--- src/verilog/io_port_defines.svh ---
`ifndef IO_PORT_DEFINES_SVH
`define IO_PORT_DEFINES_SVH

// Port register block (coined offsets), each base with three aliases at +4/+8/+C
`define PORT_BASE_LAT 16'h1000
`define PORT_BASE_TRIS 16'h1010
`define PORT_BASE_SLEW_HI 16'h1020
`define PORT_BASE_SLEW_LO 16'h1030
`define PORT_BASE_ANSEL 16'h1040
`define PORT_PIN_STATE 16'h1050
`define ALIAS_CLR 2'h1
`define ALIAS_SET 2'h2
`define ALIAS_INV 2'h3
// Remap lock: writing 1 locks; write key then 0 to unlock
`define REMAP_LOCK_ADDR 16'h1060
`define REMAP_KEY_ADDR 16'h1064
`define REMAP_KEY_VALUE 32'h5A5AA5A5
// Output select registers
`define OSEL_FIRST 16'h15B4
`define OSEL_LAST 16'h15F8
`define PIN_C13_OSEL_ADDR 16'h15B4
`define PIN_C14_OSEL_ADDR 16'h15B8
`define PIN_D0_OSEL_ADDR 16'h15C0
`define PIN_D1_OSEL_ADDR 16'h15C4
`define PIN_D2_OSEL_ADDR 16'h15C8
`define PIN_D3_OSEL_ADDR 16'h15CC
`define PIN_D4_OSEL_ADDR 16'h15D0
`define PIN_D5_OSEL_ADDR 16'h15D4
`define PIN_D6_OSEL_ADDR 16'h15D8
`define PIN_D7_OSEL_ADDR 16'h15DC
`define PIN_D9_OSEL_ADDR 16'h15E4
`define PIN_D10_OSEL_ADDR 16'h15E8
`define PIN_D11_OSEL_ADDR 16'h15EC
`define PIN_D12_OSEL_ADDR 16'h15F0
`define PIN_D14_OSEL_ADDR 16'h15F8
`define OSEL_CODE_MSB 3
`define OSEL_RESET 4'h0
`define TRIS_RESET 16'hFFFF
`define PORT_RESET 16'h0000

`endif

--- src/verilog/io_port_pkg.sv ---
package io_port_pkg;
  typedef enum logic [1:0] {
    SLEW_FASTEST = 2'h0,
    SLEW_MEDIUM = 2'h1,
    SLEW_SLOW = 2'h2,
    SLEW_SLOWEST = 2'h3
  } slew_rate_type;
  typedef enum logic [2:0] {
    ACC_IDLE = 3'b001,
    ACC_WAIT = 3'b010,
    ACC_DONE = 3'b100
  } acc_state_type;
endpackage : io_port_pkg

--- src/verilog/io_port_slew_atomic_remap.sv ---
// Functional notes
// - Each pin's edge rate comes from same-position bits of high and low slew regs.
// - High/low 1/1 slowest, 1/0 slow, 0/1 medium; slew control enabled.
// - Both bits 0: slew control off, fastest edge rate.
// - Reset clears all slew bits, so every pin starts fastest.
// - Each port register has clear, set and invert write aliases, atomic.
// - Alias writes change only bits written as 1.
// - Alias reads return undefined data; software reads the base register.
// - Any remappable output may be routed independently to any remappable pin.
// - Remappable functions: serial, timer clocks, capture, compare, change, refclk.
// - I2C and analog-input modules stay on fixed pins, never remapped.
// - Non-remappable peripherals reach their default pin when active, unless analog or a remapped output owns the pin.
// - Active remapped peripheral beats port I/O and all other digital functions.
// - Analog function on a pin always beats a remapped peripheral.
// - A lock blocks accidental changes to the pin mapping.
// - Output select: 32-bit reg, 4-bit code in bits 3:0, rest zero, reset zero.
//
// The APB interface to the registers was chosen for this implementation.
`timescale 1ns/1ns
`include "io_port_defines.svh"
module io_port_slew_atomic_remap
  import io_port_pkg::*;
#(
  parameter int NUM_PERIPH = 15
) (
  input wire logic pclk, // Bus clock
  input wire logic presetn, // Async reset, active low
  input wire logic psel, // APB select
  input wire logic penable, // APB enable
  input wire logic pwrite, // APB direction
  input wire logic [15:0] paddr, // APB byte address
  input wire logic [31:0] pwdata, // APB write data
  output logic [31:0] prdata, // APB read data
  output logic pready, // APB ready
  output logic pslverr, // APB error on unmapped address
  input wire logic [NUM_PERIPH-1:0] periph_out, // Remappable peripheral outputs
  input wire logic [NUM_PERIPH-1:0] periph_oe, // Remappable peripheral enables
  input wire logic [15:0] fixed_periph_en, // Fixed peripheral active per pin
  input wire logic [15:0] fixed_periph_out, // Fixed peripheral data per pin
  input wire logic [15:0] fixed_periph_oe, // Fixed peripheral enable per pin
  input wire logic [15:0] pad_in, // Pad input level
  output logic [15:0] pad_out, // Pad output level
  output logic [15:0] pad_oe, // Pad output enable
  output logic [15:0] pad_analog, // Pad switched to analog
  output logic [15:0] pin_to_periph, // Pad input fanned to peripheral input muxes
  output logic [31:0] pad_slew // 2 bits per pin edge rate
);
  localparam int NPIN = 16;
  // Pin index of each select register; gaps in the map stay unmapped
  localparam logic [15:0] OSEL_ADDR [15] = '{
    `PIN_C13_OSEL_ADDR,
    `PIN_C14_OSEL_ADDR,
    `PIN_D0_OSEL_ADDR,
    `PIN_D1_OSEL_ADDR,
    `PIN_D2_OSEL_ADDR,
    `PIN_D3_OSEL_ADDR,
    `PIN_D4_OSEL_ADDR,
    `PIN_D5_OSEL_ADDR,
    `PIN_D6_OSEL_ADDR,
    `PIN_D7_OSEL_ADDR,
    `PIN_D9_OSEL_ADDR,
    `PIN_D10_OSEL_ADDR,
    `PIN_D11_OSEL_ADDR,
    `PIN_D12_OSEL_ADDR,
    `PIN_D14_OSEL_ADDR
  };

  logic [15:0] lat_q, tris_q, slew_hi_q, slew_lo_q, ansel_q;
  logic [3:0] osel_q [NPIN];
  logic remap_lock_q, key_ok_q;
  acc_state_type state_q;
  logic wr_access, rd_access;

  function automatic logic [15:0] alias_apply(input logic [15:0] cur, input logic [1:0] op,
      input logic [15:0] val);
    unique case (op)
      2'h0: alias_apply = val;
      `ALIAS_CLR: alias_apply = cur & ~val;
      `ALIAS_SET: alias_apply = cur | val;
      default: alias_apply = cur ^ val;
    endcase
  endfunction : alias_apply

  function automatic logic hit(input logic [15:0] base, input logic [15:0] a);
    hit = (a[15:4] == base[15:4]) && (a[1:0] == 2'h0);
  endfunction : hit

  function automatic int osel_index(input logic [15:0] a);
    osel_index = -1;
    for (int i = 0; i < 15; i++) begin
      if (a == OSEL_ADDR[i]) begin
        osel_index = i;
      end
    end
  endfunction : osel_index

  // Zero wait states: access phase answers in its first cycle
  assign pready = 1'b1;
  assign wr_access = psel && penable && pwrite;
  assign rd_access = psel && penable && !pwrite;

  // Access tracking, one-hot
  always_ff @(posedge pclk or negedge presetn) begin
    if (!presetn) begin
      state_q <= ACC_IDLE;
    end else begin
      unique case (state_q)
        ACC_IDLE: state_q <= (psel && !penable) ? ACC_WAIT : ACC_IDLE;
        ACC_WAIT: state_q <= ACC_DONE;
        ACC_DONE: state_q <= (psel && !penable) ? ACC_WAIT : ACC_IDLE;
        default: state_q <= ACC_IDLE;
      endcase
    end
  end

  function automatic logic mapped(input logic [15:0] a);
    mapped = hit(`PORT_BASE_LAT, a) || hit(`PORT_BASE_TRIS, a) ||
      hit(`PORT_BASE_SLEW_HI, a) || hit(`PORT_BASE_SLEW_LO, a) ||
      hit(`PORT_BASE_ANSEL, a) || a == `PORT_PIN_STATE || a == `REMAP_LOCK_ADDR ||
      a == `REMAP_KEY_ADDR || osel_index(a) >= 0;
  endfunction : mapped

  assign pslverr = psel && penable && !mapped(paddr);

  // Port registers: base writes and atomic aliases finish in the one write edge
  always_ff @(posedge pclk or negedge presetn) begin
    if (!presetn) begin
      lat_q <= `PORT_RESET;
      tris_q <= `TRIS_RESET;
      slew_hi_q <= `PORT_RESET;
      slew_lo_q <= `PORT_RESET;
      ansel_q <= `PORT_RESET;
    end else if (wr_access) begin
      if (hit(`PORT_BASE_LAT, paddr)) begin
        lat_q <= alias_apply(lat_q, paddr[3:2], pwdata[15:0]);
      end
      if (hit(`PORT_BASE_TRIS, paddr)) begin
        tris_q <= alias_apply(tris_q, paddr[3:2], pwdata[15:0]);
      end
      if (hit(`PORT_BASE_SLEW_HI, paddr)) begin
        slew_hi_q <= alias_apply(slew_hi_q, paddr[3:2], pwdata[15:0]);
      end
      if (hit(`PORT_BASE_SLEW_LO, paddr)) begin
        slew_lo_q <= alias_apply(slew_lo_q, paddr[3:2], pwdata[15:0]);
      end
      if (hit(`PORT_BASE_ANSEL, paddr)) begin
        ansel_q <= alias_apply(ansel_q, paddr[3:2], pwdata[15:0]);
      end
    end
  end

  // Mapping lock: unlock needs the key written first, so one stray write cannot open it
  always_ff @(posedge pclk or negedge presetn) begin
    if (!presetn) begin
      remap_lock_q <= 1'b0;
      key_ok_q <= 1'b0;
    end else if (wr_access) begin
      key_ok_q <= (paddr == `REMAP_KEY_ADDR) && (pwdata == `REMAP_KEY_VALUE);
      if (paddr == `REMAP_LOCK_ADDR) begin
        if (pwdata[0]) begin
          remap_lock_q <= 1'b1;
        end else if (key_ok_q) begin
          remap_lock_q <= 1'b0;
        end
      end
    end
  end

  always_ff @(posedge pclk or negedge presetn) begin
    if (!presetn) begin
      for (int i = 0; i < NPIN; i++) begin
        osel_q[i] <= `OSEL_RESET;
      end
    end else if (wr_access && !remap_lock_q) begin
      for (int i = 0; i < 15; i++) begin
        if (paddr == OSEL_ADDR[i]) begin
          osel_q[i] <= pwdata[`OSEL_CODE_MSB:0];
        end
      end
    end
  end

  // Read mux; aliases read zero, which software must not rely on
  always_ff @(posedge pclk or negedge presetn) begin
    if (!presetn) begin
      prdata <= 32'h0;
    end else if (psel && !penable && !pwrite) begin
      prdata <= 32'h0;
      if (paddr[3:2] == 2'h0) begin
        if (hit(`PORT_BASE_LAT, paddr)) prdata <= {16'h0, lat_q};
        if (hit(`PORT_BASE_TRIS, paddr)) prdata <= {16'h0, tris_q};
        if (hit(`PORT_BASE_SLEW_HI, paddr)) prdata <= {16'h0, slew_hi_q};
        if (hit(`PORT_BASE_SLEW_LO, paddr)) prdata <= {16'h0, slew_lo_q};
        if (hit(`PORT_BASE_ANSEL, paddr)) prdata <= {16'h0, ansel_q};
      end
      if (paddr == `PORT_PIN_STATE) prdata <= {16'h0, pad_in};
      if (paddr == `REMAP_LOCK_ADDR) prdata <= {31'h0, remap_lock_q};
      for (int i = 0; i < 15; i++) begin
        if (paddr == OSEL_ADDR[i]) prdata <= {28'h0, osel_q[i]};
      end
    end
  end

  // Slew: high bit is MSB of the per-pin code
  always_ff @(posedge pclk or negedge presetn) begin
    if (!presetn) begin
      pad_slew <= 32'h0;
    end else begin
      for (int p = 0; p < NPIN; p++) begin
        pad_slew[2*p +: 2] <= {slew_hi_q[p], slew_lo_q[p]};
      end
    end
  end

  // Pin ownership: analog, then remapped, then fixed peripheral, then port
  always_ff @(posedge pclk or negedge presetn) begin
    if (!presetn) begin
      pad_out <= 16'h0;
      pad_oe <= 16'h0;
      pad_analog <= 16'h0;
    end else begin
      for (int p = 0; p < NPIN; p++) begin
        pad_analog[p] <= ansel_q[p];
        if (ansel_q[p]) begin
          pad_out[p] <= 1'b0;
          pad_oe[p] <= 1'b0;
        end else if (p < 15 && osel_q[p] != 4'h0
            && osel_q[p] <= 4'(NUM_PERIPH)) begin
          pad_out[p] <= periph_out[osel_q[p] - 4'h1];
          pad_oe[p] <= periph_oe[osel_q[p] - 4'h1];
        end else if (fixed_periph_en[p]) begin
          pad_out[p] <= fixed_periph_out[p];
          pad_oe[p] <= fixed_periph_oe[p];
        end else begin
          pad_out[p] <= lat_q[p];
          pad_oe[p] <= !tris_q[p];
        end
      end
    end
  end

  // Digital input seen by peripherals is blanked on analog pins
  always_ff @(posedge pclk or negedge presetn) begin
    if (!presetn) begin
      pin_to_periph <= 16'h0;
    end else begin
      pin_to_periph <= pad_in & ~ansel_q;
    end
  end
endmodule : io_port_slew_atomic_remap
--- config.mk ---
export PLATFORM = sky130hd
export DESIGN_NAME = io_port_slew_atomic_remap
export DESIGN_NICKNAME = d
export VERILOG_FILES = /design/src/verilog/io_port_pkg.sv /design/src/verilog/io_port_slew_atomic_remap.sv
export VERILOG_INCLUDE_DIRS = /design/src /design/src/verilog
export SDC_FILE = /design/constraint.sdc
export NUM_CORES = 1
export LEC_CHECK = 0
export ABC_CLOCK_PERIOD_IN_PS = 3900
export CORE_MARGIN = 4
export CORE_UTILIZATION = 60
export CTS_BUF_LIST = sky130_fd_sc_hd__clkbuf_4
export CTS_CLUSTER_SIZE = 30
export DETAILED_ROUTE_END_ITERATION = 8
export DONT_BUFFER_PORTS = 1
export PLACE_DENSITY = 0.75
export SLEW_MARGIN = 30
export SYNTH_ARGS = -nofsm -noshare
export SYNTH_HDL_FRONTEND = slang
export SYNTH_SLANG_ARGS = --single-unit
--- constraint.sdc ---
create_clock -name pclk -period 3.9 [get_ports pclk]
set_input_delay 0.195 -clock pclk [delete_from_list [all_inputs] [get_ports pclk]]
set_output_delay 0.195 -clock pclk [all_outputs]
set_load 0.02 [all_outputs]
==> key figures, run 1 <==
Route
  • WL/cell: 27.6 µm
  • Iteration-0 DRC Markers: 2215
  • Drt first pass iters: 6
  • Antenna Nets Post-Route: 0
  • Remaining DRCs: 0
  • Via density: 6.95
  • Final WL: 73200 µm
  • Vias: 18465

STA
  • Final hold slack: -0.900 ns
  • Slew @ Worst Pin: 0.884 ns
  • Fin crit share: 85.1%
  • Relative slew margins: 40.5%
  • Unrepaired setup endpoints after global routing: no
  • Fin. Hold Viols: 254
  • Fin crit period: 3.32 ns
  • Post-route setup slack: 0.582 ns
  • Slew Limit Fails: 0
  • Setup TNS: 0 ns
  • Final number of setup-violating endpoints: 0
  • Max Clk Rate: 301 MHz
  • Clock Skew: 0.0633 ns

Setup path
  • Worst path slowest cell: dlygate4sd3_1
  • Crit Path Category: in2out
  • Worst r2r src: osel_q[48]
  • CP endpoint kind: primary output
  • Worst path required time: 3.70 ns
  • CP arrival: 3.12 ns
  • Max FO, Critical Path: 9
  • Critical path origin: paddr[2]
  • CP Launch Type: input pin
  • Crit path cell chain: dlygate4sd3_1 > nor4b_2 > dlygate4sd3_1 > nand2_1 > nand3_1 > nor2_1 > nand3_1 > nor4_1 > buf_4
  • FF-to-FF path depth: 8
  • CP peak stage delay: 0.77 ns

Synthesis
  • Share of the synthesized area in the top cell type: 29.4%
  • Cells after synthesis: 2089
  • Synth top cells by count: dfrtp_1 (238), nand2_1 (200), ha_1 (190)
  • Post-synth EDFFs: 0
  • Top_reg_cell synth: dfrtp_1
  • Cell taking the most area after synthesis: dfrtp_1
  • Warnings, synthesis: 0
  • Synth Register Bits: 254
  • Post-Syn Area per Cell: 9.71 µm²
  • Synth cell types: 76
  • Netlist Area Pre-Place: 20300 µm²
  • Ys async rst share: 100%
  • Dominant cells by area after synthesis: dfrtp_1 (29%), ha_1 (12%), mux4_2 (11%)
  • Post-synthesis sequential area ratio: 31.4%
  • Top-count cell post-synth: dfrtp_1

Finish
  • Share of layout cells above drive strength 1: 18.9%
  • Fillers: 2569
  • Fin cells: 2658
  • Register area: 6380 µm²
  • Multi-input logic area: 12800 µm²
  • Largest registers: osel_q (60), pad_slew (32)
  • Max reg flops: 60
  • Reg with most FFs: osel_q
  • Final-stage net count: 2488
  • Area grow syn2layout: 11.3%

Power
  • Leakage power: 0.00908 µW
  • Pwr Density: 271 nW/µm²
  • VDD IR max: 0.271 mV
  • Overall Power: 6120 µW

Clock network
  • Htree depth: 3
  • Clk pin slew, worst setup/hold paths: 0.06 ns
  • Setup Fix Bufs, Post-CTS: 0
  • CTS tree: yes
  • CTS Buf Count: 71
  • Clock sinks: 254
  • Deepest clock path buffer count: 3
  • Clock Root Buffer: clkbuf_4
  • Worst-Skew Late Latency: 0.80 ns

Global route
  • Initial antenna violation count: 6
  • Vias in the first global route: 18092
  • Remaining global-route overflow: 0
  • First-pass GRT wire length: 110000 µm
  • Largest net degree at the start of global routing: 255
  • Tot GR Track Use: 39.3%

Floorplan
  • Chip height: 192 µm
  • Placeable Area: 33400 µm²
  • Row count: 67
  • I/O pin cnt: 277
  • Initial Util: 60.6%
  • Die width: 192 µm
  • Die Area: 36800 µm²

Status
  • Status: finished, violations left
  • Violated checks: negative hold slack

Placed design
  • Final GP Congestion: 1.05
  • Post-placement worst setup slack: 1.00 ns
  • Post-DP HPWL: 48000 µm
  • Port Buffers: 0
  • Cell count after placement: 2402

Run
  • Max Cap Violations: 0

Worst hold path
  • Hold Crit Class: in2async
## worst paths after layout
kind / end / slack, ns
min in group pclk: prdata[2] / 0.05
min reg2reg: pad_slew[18] / 0.46
min: pad_out[4] / -0.90
max: pslverr / 0.58
max in group asynchronous: pad_out[3] / 4.07
max reg2reg: pad_out[3] / 0.80
## metal layers
metal	up-vias	part of all wire, %	track usage, %
met3	359	13	13.1
met1	8914	37	50.9
met2	1357	43	57.3
met5	-	0.018	0
met4	2	7.3	23.7
li1	7833	-	-
## cell usage in the layout (no fill, tap or decap), types with 15 or more instances in the layout
| cell | instances |
|---|---|
| clkinv_1 | 16 |
| mux2i_1 | 17 |
| clkbuf_4 | 100 |
| o21ai_0 | 140 |
| mux2_2 | 147 |
| nor2b_1 | 52 |
| dfstp_2 | 16 |
| o21ai_1 | 21 |
| nor3_1 | 62 |
| mux4_2 | 98 |
| nor3b_1 | 48 |
| ha_1 | 190 |
| a211oi_1 | 172 |
| nand2_1 | 200 |
| buf_4 | 20 |
| conb_1 | 17 |
| xor2_1 | 16 |
| nor2_1 | 63 |
| inv_1 | 130 |
| dlygate4sd3_1 | 121 |
| dfrtp_1 | 238 |
| xnor2_1 | 15 |
| nand3_1 | 19 |
| a21oi_1 | 123 |
## metrics by stage
| step | area [µm²] | util [%] |
|---|---|---|
| after floorplan | 20300 | - |
| after global routing | 22600 | 67.5 |
| final | 22600 | 67.5 |
| after detailed placement | 20300 | 60.8 |
| after global placement | 20300 | 60.8 |
| after CTS | 22500 | 67.4 |
## critical path, delay by kind of cell
kind	cells	cell delay, ns
buffers and inverters	3	1.71
AND/OR/NAND/NOR	6	1.20
## cell type report
| type | count | area share [%] |
|---|---|---|
| Antenna cell | 7 | 0.0776 |
| Clock buffer | 100 | 3.32 |
| Clock inverter | 25 | 0.798 |
| Inverter | 131 | 2.18 |
| Multi-Input combinational cell | 1549 | 56.5 |
| Sequential cell | 254 | 28.2 |
| Tap cell | 448 | 2.48 |
| Timing Repair Buffer | 144 | 6.36 |
## timing repair
item / in CTS / in global routing
gates resized for setup: 0 / 0
hold buffers: 123 / 1
endpoints found under the hold margin: 443 / 266
## kinds of logic (layout without fill, tap and decap cells)
logic type               Yosys count  count (layout)  share of synthesized area, %
AND/OR/NAND/NOR                  517             517                          13.1
XOR/XNOR                          31              31                          1.34
AO/OA/AOI/OAI                    532             532                          16.5
multiplexers                     262             262                          19.9
adder cells (fa/ha/maj)          190             190                          11.7
buffers and inverters            301             400                          6.06
flip-flops                       254             254                          31.4
other                              2              24                        0.0370
## power breakdown
part	internal [µW]	switching [µW]
Clock	1380	1250
Sequential	2670	71.1
Combinational	358	386
Note: power is estimated with default switching activity, not from simulation.
==> run 2, diff against run 1 <==
CORE_ASPECT_RATIO = 1.5   (was not set)
CTS_BUF_LIST = not set   (was sky130_fd_sc_hd__clkbuf_4)
SETUP_SLACK_MARGIN = 0.3   (was not set)
==> run 2 against run 1 <==
  * The flow finishes with violations (design-rule violations, negative hold slack)
  * Count of clock-buffer cells in the layout decreased by 61
  * Via count fell by 3.3%
  * Non-clock buffer count fell by 54
  * Critical path type is now reg2reg
  * Wire length decreased by 2.0%
  * First-iteration DRC count decreased by 4.4%
  * Combinational power is 12% lower
==> key figures, run 2 (synthesized netlist as in run 1, its figures left out) <==
Status
  • Status: finished, violations left
  • Violated checks: design-rule violations, negative hold slack

Placed design
  • Area post-placement: 20300 µm²
  • Final GP Congestion: 1.09
  • Post-DP HPWL: 48100 µm
  • Port Buffers: 0

Clock network
  • Htree depth: 1
  • CTS tree: yes
  • Clk pin slew, worst setup/hold paths: 0.07 ns
  • Worst-Skew Late Latency: 0.57 ns
  • CTS Buf Count: 26
  • Clock Root Buffer: clkbuf_16
  • Setup Fix Bufs, Post-CTS: 0
  • Deepest clock path buffer count: 3
  • Clock sinks: 254

Setup path
  • CP peak stage delay: 0.69 ns
  • Worst path required time: 4.30 ns
  • Delay-heaviest family, CP: flip-flops
  • Worst path slowest cell: dfrtp_1
  • CP endpoint kind: flip-flop
  • Capturing point of the worst reg2reg path: pad_out[5]
  • WP buf/inv: 1
  • Crit path cell chain: inv_1 > ha_1 > xor2_1 > mux2_2 > a211oi_1 > nor3_1 > a211oi_1 > a211oi_1
  • CP Launch Type: flip-flop
  • Crit Path Category: reg2reg
  • FF-to-FF path depth: 8
  • Critical path origin: osel_q[40]
  • Internal reg-to-reg setup slack: 0.91 ns
  • Worst r2r src: osel_q[40]
  • CP arrival: 3.40 ns
  • CP dominant cell by count: a211oi_1
  • Max FO, Critical Path: 13

Route
  • Vias: 17864
  • Iteration-0 DRC Markers: 2117
  • Antenna Nets Post-Route: 0
  • Remaining DRCs: 1
  • WL/cell: 28.7 µm
  • Drt first pass iters: 9
  • Final WL: 71800 µm
  • Via density: 7.15

Global route
  • Largest net degree at the start of global routing: 255
  • Vias in the first global route: 17461
  • Remaining global-route overflow: 0
  • Initial antenna violation count: 5
  • Tot GR Track Use: 38.2%
  • First-pass GRT wire length: 107000 µm

Worst hold path
  • Hold Crit Class: in2async

STA
  • Slew @ Worst Pin: 1.05 ns
  • Setup TNS: 0 ns
  • Unrepaired setup endpoints after global routing: no
  • Relative slew margins: 29.7%
  • Max Clk Rate: 334 MHz
  • Final hold slack: -0.680 ns
  • Slew Limit Fails: 0
  • Final number of setup-violating endpoints: 0
  • Fin crit period: 2.99 ns
  • Clock Skew: 0.0274 ns
  • Fin. Hold Viols: 254
  • Fin crit share: 76.8%

Finish
  • Reg with most FFs: osel_q
  • Design area: 22000 µm²
  • Largest registers: osel_q (60), pad_slew (32)
  • Most frequent cells in the layout: dfrtp_1 (238), nand2_1 (200), ha_1 (190), a211oi_1 (172), mux2_2 (147)
  • Fillers: 2601
  • Final-stage net count: 2389
  • Max reg flops: 60
  • Leading cell type in the layout, fill and taps excluded: dfrtp_1
  • Area grow syn2layout: 8.27%
  • Share of layout cells above drive strength 1: 16.7%

Run
  • Max Cap Violations: 0

Power
  • Leakage power: 0.00873 µW
  • Pwr Density: 276 nW/µm²
  • VDD IR max: 0.316 mV

Floorplan
  • I/O pin cnt: 277
  • Chip height: 233 µm
  • Die Area: 36900 µm²
  • Die width: 158 µm
  • Row count: 82
  • Placeable Area: 33400 µm²
  • Initial Util: 60.6%
## run 2: cell types whose count changed in the layout (fill, tap and decap cells not counted), sizes merged
cell / previous run / this run
clkinv: 19 / 3
dlygate4sd3: 121 / 68
buf: 23 / 22
inv: 133 / 132
clkbuf: 100 / 39
clkinvlp: 1 / 2
## run 2: cell type report
cell class	instances	area [µm²]	area share, %
Timing Repair Buffer	90	886	4.03
Clock inverter	9	133	0.604
Clock buffer	39	761	3.46
Inverter	131	492	2.24
Antenna cell	7	17.5	0.0798
Multi-Input combinational cell	1549	12800	58.2
Sequential cell	254	6380	29.0
Tap cell	420	526	2.39
## run 2: how the worst max path moves through the flow
| stage | end | slack, ns | cells after the start |
|---|---|---|---|
| 6_report | pad_out[5] | 0.91 | 8 |
| 5_1_grt | pad_oe[9] | 0.75 | 8 |
| 4_1_cts | pad_out[5] | 0.94 | 8 |
| 3_5_place_dp | pad_out[12] | 1.01 | 8 |
| 3_3_place_gp | pad_oe[9] | 1.10 | 8 |
| 2_1_floorplan | pad_out[13] | 1.14 | 10 |
## run 2: per-layer routing
metal | part of all wire, % | track usage, % | vias up | wire (µm)
met2 | 45 | 58.4 | 1255 | 32500
met3 | 12 | 11.8 | 390 | 8570
met5 | 0.026 | 0 | - | 19
met1 | 34 | 45.3 | 8625 | 24400
li1 | - | - | 7592 | -
met4 | 8.7 | 27.0 | 2 | 6250
## run 2: stage by stage
step                total power (µW)  utilization (%)  std cells  worst slack [ns]
finish                          6070             65.7       2499             0.907
global route                    6250             65.6       2497             0.752
CTS                             6070             65.5       2491             0.945
detailed placement              3300             60.7       2374              1.01
global placement                3280             60.7       2374              1.10
floorplan                       3290                -       2104              1.14
## run 2: report_power, final
part	internal (µW)	switching, µW
clock	1550	1130
combinational	320	331
sequential	2670	71.9
## run 2: what timing repair did
| item | 4_1_cts | 5_1_grt |
|---|---|---|
| gates resized for setup | 0 | 0 |
| endpoints found under the hold margin | 399 | 255 |
| hold buffers | 69 | 1 |
==> run 3, diff against run 2 <==
ABC_CLOCK_PERIOD_IN_PS = 2700   (was 3900)
CORE_UTILIZATION = 59   (was 60)
PLACE_DENSITY = 0.77   (was 0.75)
clock period = 2.7 ns   (was 3.9 ns; I/O delays follow)
==> run 3 against run 2 <==
  * The run ends with negative hold slack left
  * Sequential power grew 45%
  * Wire length rose by 4.8%
  * Flip-flop and latch count did not move
  * Sequential share of layout area fell by 1.3 points
  * Cell area up 4.7%
  * Power grew 50%
  * Critical endpoint is now pad_out[0]
  * Utilization grew 2.6 points
  * Worst hold slack worse by 0.036 ns
  * Fmax is 27% higher
  * Combinational power is 60% higher
  * Largest cell class unchanged
  * Non-clock buffer count grew 78
==> key figures, run 3 (synthesized netlist as in run 1, its figures left out) <==
Finish
  • Reg with most FFs: osel_q
  • Final core utilization: 68.3%
  • Fillers: 2515
  • Share of layout cells above drive strength 1: 19.3%
  • Largest registers: osel_q (60), pad_slew (32)
  • Final-stage net count: 2467
  • Leading cell type in the layout, fill and taps excluded: dfrtp_1
  • Area grow syn2layout: 13.3%
  • Most frequent cells in the layout: dfrtp_1 (238), nand2_1 (200), ha_1 (190), a211oi_1 (165), mux2_2 (147)
  • Max reg flops: 60

Clock network
  • Deepest clock path buffer count: 3
  • CTS Buf Count: 26
  • Clk pin slew, worst setup/hold paths: 0.06 ns
  • Htree depth: 1
  • CTS tree: yes
  • Clock sinks: 254
  • Worst-Skew Late Latency: 0.57 ns
  • CTS Hold Bufs: 104
  • Clock Root Buffer: clkbuf_16

Route
  • Remaining DRCs: 0
  • Drt first pass iters: 6
  • WL/cell: 29.2 µm
  • Vias: 18335
  • Via density: 7.12
  • Final WL: 75200 µm
  • Iteration-0 DRC Markers: 1945
  • Antenna Nets Post-Route: 0

STA
  • Slew Limit Fails: 0
  • Relative slew margins: 46.0%
  • Fin. Hold Viols: 254
  • Max Clk Rate: 424 MHz
  • Final number of setup-violating endpoints: 0
  • Fin crit share: 87.3%
  • Fin crit period: 2.36 ns
  • Slew @ Worst Pin: 0.808 ns
  • Clock Skew: 0.0192 ns
  • Setup TNS: 0 ns
  • Unrepaired setup endpoints after global routing: yes
  • Final hold slack: -0.717 ns

Worst hold path
  • Hold Crit Class: in2async

Global route
  • Initial antenna violation count: 4
  • First-pass GRT wire length: 113000 µm
  • Vias in the first global route: 18424
  • Remaining global-route overflow: 0
  • Largest net degree at the start of global routing: 255
  • Tot GR Track Use: 38.7%

Status
  • Violated checks: negative hold slack
  • Status: finished, violations left

Floorplan
  • Die Area: 37500 µm²
  • Die width: 159 µm
  • Initial Util: 60.3%
  • I/O pin cnt: 277
  • Chip height: 235 µm
  • Row count: 82
  • Placeable Area: 33700 µm²

Setup path
  • Max FO, Critical Path: 8
  • Internal reg-to-reg setup slack: 0.34 ns
  • Capturing point of the worst reg2reg path: pad_out[0]
  • Worst r2r src: osel_q[61]
  • CP endpoint kind: flip-flop
  • Worst path required time: 3.10 ns
  • FF-to-FF path depth: 8
  • CP arrival: 2.76 ns
  • CP Launch Type: flip-flop
  • Crit Path Category: reg2reg

Power
  • VDD IR max: 0.450 mV
  • Pwr Density: 397 nW/µm²
  • Leakage power: 0.00918 µW

Placed design
  • Final GP Congestion: 0.974
  • Port Buffers: 0
  • Post-DP HPWL: 50400 µm

Run
  • Max Cap Violations: 0
[run 3: cell types whose count changed in the layout (fill, tap and decap cells not counted), sizes merged, moves of 2 or more]
cell,change
buf,+45
dlygate4sd3,+33
clkbuf,-3
clkinv,+3
bufinv,+2
diode,-2
[run 3: worst max path at each step]
stage	start	slack (ns)	end
after floorplan	osel_q[56]	0.32	pad_out[1]
after global placement	paddr[9]	0.18	prdata[1]
after detailed placement	paddr[9]	0.13	prdata[1]
after CTS	osel_q[45]	0.30	pad_oe[4]
after global routing	osel_q[29]	0.22	pad_out[8]
final	osel_q[61]	0.34	pad_out[0]
[run 3: metrics by stage]
| step | instances | power (µW) | cell area, µm² | worst slack [ns] |
|---|---|---|---|---|
| CTS | 2560 | 9080 | 22800 | 0.304 |
| global placement | 2408 | 4760 | 20800 | 0.181 |
| detailed placement | 2408 | 4790 | 20800 | 0.131 |
| global route | 2574 | 9320 | 23000 | 0.221 |
| finish | 2575 | 9120 | 23000 | 0.342 |
| floorplan | 2104 | 4750 | 20500 | 0.321 |
[run 3: critical path: stages, from the launching register on]
cell,delay [ns]
dfrtp_1,0.40
inv_1,0.11
ha_1,0.26
xor2_4,0.30
mux2_2,0.37
a211oi_1,0.30
nor3_1,0.11
a211oi_2,0.28
a211oi_1,0.08
[run 3: timing repair]
action                                 4_1_cts  5_1_grt
pin swaps                                    0        2
gates resized for setup                      2       11
endpoints found under the hold margin      403      254
setup endpoints to repair                    3       15
buffers inserted                             0       10
[run 3: layout make-up]
type / instances / area (µm²) / area share (%)
antenna: 5 / 12.5 / 0.0544
tap: 420 / 526 / 2.29
multi-input combinational: 1549 / 13000 / 56.7
clock inverter: 12 / 188 / 0.817
timing repair buffer: 168 / 1590 / 6.92
clock buffer: 36 / 769 / 3.35
sequential: 254 / 6380 / 27.7
inverter: 131 / 492 / 2.14
[run 3: report_power, final]
group,total [µW],switching (µW),internal (µW)
clock network,4120,1660,2460
registers,3960,102,3850
logic,1040,523,519
[run 3: metal layers]
layer	GRT usage [%]	up-vias	wire, µm
met5	0	-	0
met4	27.2	0	6370
met3	9.04	395	7990
met2	62.9	1302	35400
met1	45.3	8920	25400
li1	-	7718	-
